<file path="src/common/pbm_pkg.sv">
// Shared constants and state type of the port B alternate-function multiplexer.
// Assumes a single clock domain and a synchronous, active-high reset.
`default_nettype none
package pbm_pkg;
   localparam int PBM_PINS = 8;

   // Pin positions of the alternate functions
   localparam int PBM_PIN_SCK = 7;
   localparam int PBM_PIN_MSIN = 6;
   localparam int PBM_PIN_MSOUT = 5;
   localparam int PBM_PIN_SEL = 4;
   localparam int PBM_PIN_CMPA = 3;
   localparam int PBM_PIN_EXT_INT = 2;
   localparam int PBM_PIN_CLK_OUT = 1;
   localparam int PBM_PIN_XCK = 0;

   typedef struct packed {
      logic [PBM_PINS-1:0] pad_oe;
      logic [PBM_PINS-1:0] pad_out;
      logic [PBM_PINS-1:0] pad_pullup;
      logic [PBM_PINS-1:0] pad_din_en;
      logic [PBM_PINS-1:0] pin_change_source;
      logic spi_sck_in;
      logic spi_master_in;
      logic spi_slave_in;
      logic spi_select_n;
      logic external_interrupt_2;
      logic timer0_count_input;
      logic timer1_count_input;
      logic usart0_ext_clock_in;
   } pbm_state_t;

   // Values after reset: every pad released except pin 1 under the clock-output fuse, select inactive (high)
   localparam logic [PBM_PINS-1:0] PBM_PAD_OE_RST = 8'h00;
   localparam logic [PBM_PINS-1:0] PBM_PAD_OUT_RST = 8'h00;
   localparam logic [PBM_PINS-1:0] PBM_PULLUP_RST = 8'h00;
   localparam logic [PBM_PINS-1:0] PBM_DIN_EN_RST = 8'h00;
   localparam logic [PBM_PINS-1:0] PBM_PCINT_RST = 8'h00;
   localparam logic PBM_SELECT_N_RST = 1'b1;

   localparam pbm_state_t PBM_STATE_RST = '{
      pad_oe: PBM_PAD_OE_RST,
      pad_out: PBM_PAD_OUT_RST,
      pad_pullup: PBM_PULLUP_RST,
      pad_din_en: PBM_DIN_EN_RST,
      pin_change_source: PBM_PCINT_RST,
      spi_sck_in: 1'b0,
      spi_master_in: 1'b0,
      spi_slave_in: 1'b0,
      spi_select_n: PBM_SELECT_N_RST,
      external_interrupt_2: 1'b0,
      timer0_count_input: 1'b0,
      timer1_count_input: 1'b0,
      usart0_ext_clock_in: 1'b0
   };
endpackage
`default_nettype wire

</file>
<file path="src/logic/pbm_port_b_mux.sv">
// Port B alternate-function multiplexer: per-pin override of direction,
// output value, pull-up and digital input enable for SPI, timer 0 compare,
// clock output, USART0 clock, external interrupt 2 and pin-change sources.
// Assumes all inputs synchronous to ref_clk; every output is registered.
//
// Notes on behaviour
// - SPI slave forces pin 7 input; as master its direction bit decides.
// - A pin forced to input keeps its pull-up under its output bit.
// - SPI master forces pin 6 input; as slave its direction bit decides.
// - SPI slave forces pin 5 input; as master its direction bit decides.
// - SPI slave forces pin 4 input; slave active while pin 4 held low.
// - Pin 6 carries slave output and master input; pin 5 the reverse.
// - Pin 4 shows timer 0 compare B only with direction bit set.
// - Pin 3 shows timer 0 compare A only with direction bit set.
// - Clock-output fuse drives divided clock on pin 1, also during reset.
// - Pin 0 is USART0 clock only in synchronous mode; direction picks way.
// - Pin 2 feeds external interrupt 2; input kept enabled while it is on.
// - Each pin feeds its pin-change source; input on with mask and group enable.
// - Pull-up override enable selects pull-up from the override value.
// - Direction override enable selects driver from the override value.
// - Value override enable with driver on drives the override value.
// - Input-enable override enable takes input enable from override value.
`timescale 1ns/1ps
`default_nettype none
module pbm_port_b_mux (
   input wire logic ref_clk,
   input wire logic rst,
   input wire logic [pbm_pkg::PBM_PINS-1:0] pad_in,
   input wire logic [pbm_pkg::PBM_PINS-1:0] direction_bits,
   input wire logic [pbm_pkg::PBM_PINS-1:0] output_bits,
   input wire logic global_pullup_disable,
   input wire logic sleep_input_disable,
   input wire logic spi_enable_bit,
   input wire logic spi_master_select,
   input wire logic spi_sck_out,
   input wire logic spi_master_out,
   input wire logic spi_slave_out,
   input wire logic timer0_compare_out_a,
   input wire logic timer0_compare_a_enable,
   input wire logic timer0_compare_out_b,
   input wire logic timer0_compare_b_enable,
   input wire logic clock_output_fuse,
   input wire logic divided_clock_in,
   input wire logic usart0_sync_mode,
   input wire logic usart0_ext_clock_out,
   input wire logic external_interrupt_2_enable,
   input wire logic pin_change_group1_enable,
   input wire logic [pbm_pkg::PBM_PINS-1:0] pin_change_mask,
   output logic [pbm_pkg::PBM_PINS-1:0] pad_oe,
   output logic [pbm_pkg::PBM_PINS-1:0] pad_out,
   output logic [pbm_pkg::PBM_PINS-1:0] pad_pullup,
   output logic [pbm_pkg::PBM_PINS-1:0] pad_din_en,
   output logic [pbm_pkg::PBM_PINS-1:0] pin_change_source,
   output logic spi_sck_in,
   output logic spi_master_in,
   output logic spi_slave_in,
   output logic spi_select_n,
   output logic external_interrupt_2,
   output logic timer0_count_input,
   output logic timer1_count_input,
   output logic usart0_ext_clock_in
);
   import pbm_pkg::*;

   pbm_state_t st_r;
   pbm_state_t st_nxt;

   logic spi_slave_on;
   logic spi_master_on;
   logic [PBM_PINS-1:0] force_in;
   logic [PBM_PINS-1:0] pu_ovr_val;
   logic [PBM_PINS-1:0] dir_ovr_en;
   logic [PBM_PINS-1:0] dir_ovr_val;
   logic [PBM_PINS-1:0] val_ovr_en;
   logic [PBM_PINS-1:0] val_ovr_val;
   logic [PBM_PINS-1:0] din_ovr_en;
   logic [PBM_PINS-1:0] res_oe;
   logic [PBM_PINS-1:0] res_val;
   logic [PBM_PINS-1:0] res_pull;
   logic [PBM_PINS-1:0] res_die;
   logic [PBM_PINS-1:0] res_din;

   assign spi_slave_on = spi_enable_bit && !spi_master_select;
   assign spi_master_on = spi_enable_bit && spi_master_select;

   always_comb begin
      force_in = '0;
      force_in[PBM_PIN_SCK] = spi_slave_on;
      force_in[PBM_PIN_MSIN] = spi_master_on;
      force_in[PBM_PIN_MSOUT] = spi_slave_on;
      force_in[PBM_PIN_SEL] = spi_slave_on;
      // Forced inputs keep the ordinary output-bit pull-up behaviour
      pu_ovr_val = output_bits & ~{PBM_PINS{global_pullup_disable}};
      dir_ovr_en = force_in;
      dir_ovr_val = '0;
      dir_ovr_en[PBM_PIN_CLK_OUT] = clock_output_fuse;
      dir_ovr_val[PBM_PIN_CLK_OUT] = clock_output_fuse;
      val_ovr_en = '0;
      val_ovr_val = '0;
      val_ovr_en[PBM_PIN_SCK] = spi_master_on;
      val_ovr_val[PBM_PIN_SCK] = spi_sck_out;
      val_ovr_en[PBM_PIN_MSIN] = spi_slave_on;
      val_ovr_val[PBM_PIN_MSIN] = spi_slave_out;
      val_ovr_en[PBM_PIN_MSOUT] = spi_master_on;
      val_ovr_val[PBM_PIN_MSOUT] = spi_master_out;
      val_ovr_en[PBM_PIN_SEL] = timer0_compare_b_enable && direction_bits[PBM_PIN_SEL];
      val_ovr_val[PBM_PIN_SEL] = timer0_compare_out_b;
      val_ovr_en[PBM_PIN_CMPA] = timer0_compare_a_enable && direction_bits[PBM_PIN_CMPA];
      val_ovr_val[PBM_PIN_CMPA] = timer0_compare_out_a;
      val_ovr_en[PBM_PIN_CLK_OUT] = clock_output_fuse;
      val_ovr_val[PBM_PIN_CLK_OUT] = divided_clock_in;
      val_ovr_en[PBM_PIN_XCK] = usart0_sync_mode && direction_bits[PBM_PIN_XCK];
      val_ovr_val[PBM_PIN_XCK] = usart0_ext_clock_out;
      din_ovr_en = pin_change_mask & {PBM_PINS{pin_change_group1_enable}};
      din_ovr_en[PBM_PIN_EXT_INT] = din_ovr_en[PBM_PIN_EXT_INT] || external_interrupt_2_enable;
   end

   for (genvar i = 0; i < PBM_PINS; i++) begin : g_pin
      pbm_pin_ovr u_ovr (
         .dir_bit(direction_bits[i]),
         .out_bit(output_bits[i]),
         .global_pullup_disable(global_pullup_disable),
         .sleep_input_disable(sleep_input_disable),
         .pad_in(pad_in[i]),
         .pullup_override_enable(force_in[i]),
         .pullup_override_value(pu_ovr_val[i]),
         .direction_override_enable(dir_ovr_en[i]),
         .direction_override_value(dir_ovr_val[i]),
         .value_override_enable(val_ovr_en[i]),
         .value_override_value(val_ovr_val[i]),
         .input_enable_override_enable(din_ovr_en[i]),
         .input_enable_override_value(1'h1),
         .oe(res_oe[i]),
         .val(res_val[i]),
         .pull_en(res_pull[i]),
         .din_en(res_die[i]),
         .din(res_din[i])
      );
   end

   always_comb begin
      st_nxt = st_r;
      st_nxt.pad_oe = res_oe;
      st_nxt.pad_out = res_val;
      st_nxt.pad_pullup = res_pull;
      st_nxt.pad_din_en = res_die;
      st_nxt.pin_change_source = res_din;
      st_nxt.spi_sck_in = res_din[PBM_PIN_SCK];
      st_nxt.spi_master_in = res_din[PBM_PIN_MSIN];
      st_nxt.spi_slave_in = res_din[PBM_PIN_MSOUT];
      // Select idles high unless a slave SPI sees the pin pulled low
      st_nxt.spi_select_n = spi_slave_on ? res_din[PBM_PIN_SEL] : PBM_SELECT_N_RST;
      st_nxt.external_interrupt_2 = res_din[PBM_PIN_EXT_INT];
      st_nxt.timer1_count_input = res_din[PBM_PIN_CLK_OUT];
      st_nxt.timer0_count_input = res_din[PBM_PIN_XCK];
      st_nxt.usart0_ext_clock_in = usart0_sync_mode && !direction_bits[PBM_PIN_XCK]
         && res_din[PBM_PIN_XCK];
      if (rst) begin
         st_nxt = PBM_STATE_RST;
         // Clock output must keep running through reset
         st_nxt.pad_oe[PBM_PIN_CLK_OUT] = clock_output_fuse;
         st_nxt.pad_out[PBM_PIN_CLK_OUT] = clock_output_fuse && divided_clock_in;
      end
   end

   always_ff @(posedge ref_clk) begin
      st_r <= st_nxt;
   end

   assign pad_oe = st_r.pad_oe;
   assign pad_out = st_r.pad_out;
   assign pad_pullup = st_r.pad_pullup;
   assign pad_din_en = st_r.pad_din_en;
   assign pin_change_source = st_r.pin_change_source;
   assign spi_sck_in = st_r.spi_sck_in;
   assign spi_master_in = st_r.spi_master_in;
   assign spi_slave_in = st_r.spi_slave_in;
   assign spi_select_n = st_r.spi_select_n;
   assign external_interrupt_2 = st_r.external_interrupt_2;
   assign timer0_count_input = st_r.timer0_count_input;
   assign timer1_count_input = st_r.timer1_count_input;
   assign usart0_ext_clock_in = st_r.usart0_ext_clock_in;
endmodule
`default_nettype wire

</file>
<file path="src/logic/pbm_pin_ovr.sv">
// Override resolver for one port pin: merges plain port bits with the
// alternate-function override signals into driver, value, pull-up and input enable.
// Purely combinational; the instantiating module registers the results.
`timescale 1ns/1ps
`default_nettype none
module pbm_pin_ovr (
   input wire logic dir_bit,
   input wire logic out_bit,
   input wire logic global_pullup_disable,
   input wire logic sleep_input_disable,
   input wire logic pad_in,
   input wire logic pullup_override_enable,
   input wire logic pullup_override_value,
   input wire logic direction_override_enable,
   input wire logic direction_override_value,
   input wire logic value_override_enable,
   input wire logic value_override_value,
   input wire logic input_enable_override_enable,
   input wire logic input_enable_override_value,
   output logic oe,
   output logic val,
   output logic pull_en,
   output logic din_en,
   output logic din
);
   always_comb begin
      oe = direction_override_enable ? direction_override_value : dir_bit;
      val = value_override_enable ? value_override_value : out_bit;
      // Pull-up only on an undriven pin, so a driven high never fights it
      if (pullup_override_enable) begin
         pull_en = pullup_override_value;
      end else begin
         pull_en = !oe && out_bit && !global_pullup_disable;
      end
      if (input_enable_override_enable) begin
         din_en = input_enable_override_value;
      end else begin
         din_en = !sleep_input_disable;
      end
      din = pad_in && din_en;
   end
endmodule
`default_nettype wire

</file>
<file path="config.mk">
export PLATFORM = sky130hd
export DESIGN_NAME = pbm_port_b_mux
export DESIGN_NICKNAME = d
export VERILOG_FILES = /design/src/common/pbm_pkg.sv /design/src/logic/pbm_port_b_mux.sv /design/src/logic/pbm_pin_ovr.sv
export SDC_FILE = /design/constraint.sdc
export NUM_CORES = 1
export LEC_CHECK = 0
export ABC_AREA = 1
export BUFFER_PORTS_ARGS = -buffer_cell sky130_fd_sc_hd__clkbuf_2
export CORE_MARGIN = 1.5
export CORE_UTILIZATION = 25
export DETAILED_ROUTE_END_ITERATION = 7
export GPL_TIMING_DRIVEN = 1
export HOLD_SLACK_MARGIN = 0.02
export PLACE_DENSITY = 0.59
export SLEW_MARGIN = 5
export SYNTH_ARGS = -nofsm -noshare
export SYNTH_HDL_FRONTEND = slang
export SYNTH_SLANG_ARGS = --single-unit
</file>
<file path="constraint.sdc">
create_clock -name ref_clk -period 0.8 [get_ports ref_clk]
set_input_delay 0.12 -clock ref_clk [delete_from_list [all_inputs] [get_ports ref_clk]]
set_output_delay 0.12 -clock ref_clk [all_outputs]
set_load 0.1 [all_outputs]
</file>
==> impl_metrics.py <==
metrics = {
    "placement": {
        "globalplace.congestion": 0.8189,
        "place_area_um2": 2681,
        "portBuffers": 98,
        "pre_cts_ws_ns": -0.04746,
        "hpwl_um": 2920,
    },
    "final_layout": {
        "final_common_cell": "clkbuf_2",
        "nets": 312,
        "final_cell_mix": "clkbuf_2 (50), nand2_1 (49), buf_12 (49)",
        "fin_area_um2": 2835,
        "utilization_pct": 54.47,
        "antennaDiodeCount": 0,
        "syn_to_final_growth_pct": 107.3,
        "layout-drive-gt1-share_pct": 58.02,
    },
    "yosys": {
        "syn_nets": 213,
        "synthesis.area_um2": 1368,
        "ys_ff_latch": 42,
        "ys_seq_area_share_pct": 61.48,
        "yosys_warnings": 0,
        "syn_inst": 162,
        "syn_avg_cell_area_um2": 8.442,
        "synthDistinctLibCells": 13,
    },
    "setup_path": {
        "crit_path_top_delay_cell": "dfxtp_4",
        "cp_cell_sequence": "buf_12",
        "crit_path_end_kind": "output pin",
        "critPathBufInv": 1,
        "worstPathRequired_ns": 0.68,
        "crit_arrival_ns": 0.84,
        "cp_top_family": "flip-flops",
        "max_stage_delay_ns": 0.38,
        "start_kind": "flip-flop",
        "path_class": "flip-flop to output pin",
        "cp_max_fo": 2,
    },
    "clock_network": {
        "cts_sinks": 42,
        "clockRootBuffer": "clkbuf_8",
        "postCtsSetupBuffers": 0,
        "cts_tree": "yes",
        "cts_resized": 0,
        "clkTransAtPathRegs_ns": 0.08,
        "cts_max_level": 2,
        "clock_path_buffers": 2,
        "numCtsBuffers": 5,
    },
    "timing": {
        "hold_viol": 0,
        "finalCriticalPeriod_ns": 0.9570,
        "finalWorstSetupSlack_ns": -0.1570,
        "setup_tns_ns": -5.968,
        "setup_viol": 48,
        "max_freq_mhz": 1045,
        "fin_crit_sh_pct": 119.6,
        "maxSlewViolCount": 0,
        "rsz0062_at_grt": "yes",
        "hold_slack_ns": 0.02848,
        "slew_headroom_pct": 77.32,
        "tightest_slew_ns": 0.3402,
    },
    "power": {
        "p_sw_share_pct": 34.75,
        "p_leak_uw": 0.001337,
        "vdd_drop_max_mv": 0.8674,
        "power_density_nw_per_um2": 1976,
        "p_sw_uw": 1947,
        "pwr-share-clk_pct": 26.5,
        "p_int_uw": 3655,
        "p_seq_share_pct": 41.3,
        "p_comb_share_pct": 32.2,
    },
    "grt": {
        "grt_pass1_vias": 1291,
        "overflow": 0,
        "grt_pass1_wl_um": 5823,
        "antenna_found_initial": 0,
        "grt_max_degree": 17,
        "grtUsageTotal_pct": 12.57,
    },
    "status": {
        "run_status": "finished with violations",
        "violations": "setup timing",
    },
    "drt": {
        "ant_nets": 0,
        "viasPerCell": 4.021,
        "drt-initial-drc-count": 26,
        "vias": 1335,
        "drc": 0,
        "drtPass1Iterations": 4,
        "routed_wl_um": 3546,
        "wl_per_cell_um": 10.68,
    },
    "floorplan": {
        "dieArea_um2": 5923,
        "rows": 26,
        "io_pins": 99,
        "die_x_um": 76.96,
        "die_y_um": 76.96,
        "coreArea_um2": 5205,
        "start_util_pct": 26.27,
    },
    "flow_run": {
        "maxCapViolCount": 0,
    },
    "min_path": {
        "holdCritPathClass": "input port to flip-flop",
    },
}
==> cell families after synthesis <==
logic type      share of synthesized area, %
simple gates                           24.61
flops                                  61.48
buf+inv                                8.325
compound gates                         5.581
==> layer usage <==
layer / vias up / track usage, % / part of all wire [%] / wire length (µm)
met5: - / 0 / 0 / 0
met4: 0 / 5.185 / 1.7 / 62
met3: 4 / 3.690 / 6.2 / 221
met2: 46 / 23.89 / 55 / 1937
met1: 590 / 12.58 / 37 / 1324
li1: 695 / - / - / -
==> what timing repair did <==
action	4_1_cts	5_1_grt
endpoints found under the hold margin	5	0
setup endpoints to repair	48	48
hold buffers	5	0
==> Yosys cell counts (all sizes together) <==
library cell | number | area, µm²
a21oi | 13 | 65.06
inv | 9 | 33.78
o21ai | 1 | 5.000
nor3 | 2 | 20.02
dfxtp | 42 | 840.8
clkbuf | 1 | 5.000
a31oi | 1 | 6.260
buf | 12 | 75.07
nand2 | 49 | 183.9
nor2 | 23 | 86.33
or2 | 1 | 6.260
nand3 | 8 | 40.04
==> layout make-up <==
cell class	instances	area, µm²
Tap cell	70	87.58
Clock buffer	6	93.84
Fill cell	458	2370
Multi-Input combinational cell	98	412.9
Timing Repair Buffer	105	1289
Inverter	9	33.78
Sequential cell	42	908.4
Clock inverter	2	10.01
==> registers in the layout, indices dropped and copies added, names as in the netlist <==
register and cells:
pad_pullup 8, pad_din_en 8, usart0_ext_clock_in 1, spi_select_n 1, pad_oe 8, pin_change_source 8, pad_out 8
==> power by group through the flow <==
stage	registers, µW	clock network [µW]	logic, µW
floorplan	3110	0	342
global placement	2360	0	1790
detailed placement	2360	0	1800
CTS	2310	1540	1820
global route	2320	1590	1880
finish	2310	1480	1810
==> path summary, 6_finish.rpt <==
kind | start | cells past startpoint | slack, ns | to
max | pin_change_source[0] | 1 | -0.16 | timer0_count_input
min | pad_in[7] | 3 | 0.03 | pin_change_source[7]
==> through the flow <==
| step | power [µW] | instances |
|---|---|---|
| 2_1_floorplan | 3452 | 162 |
| 3_3_place_gp | 4147 | 319 |
| 3_5_place_dp | 4162 | 319 |
| 4_1_cts | 5670 | 332 |
| 5_1_grt | 5793 | 332 |
| 6_report | 5602 | 332 |
No activity file was read; power rests on OpenSTA's default activity.
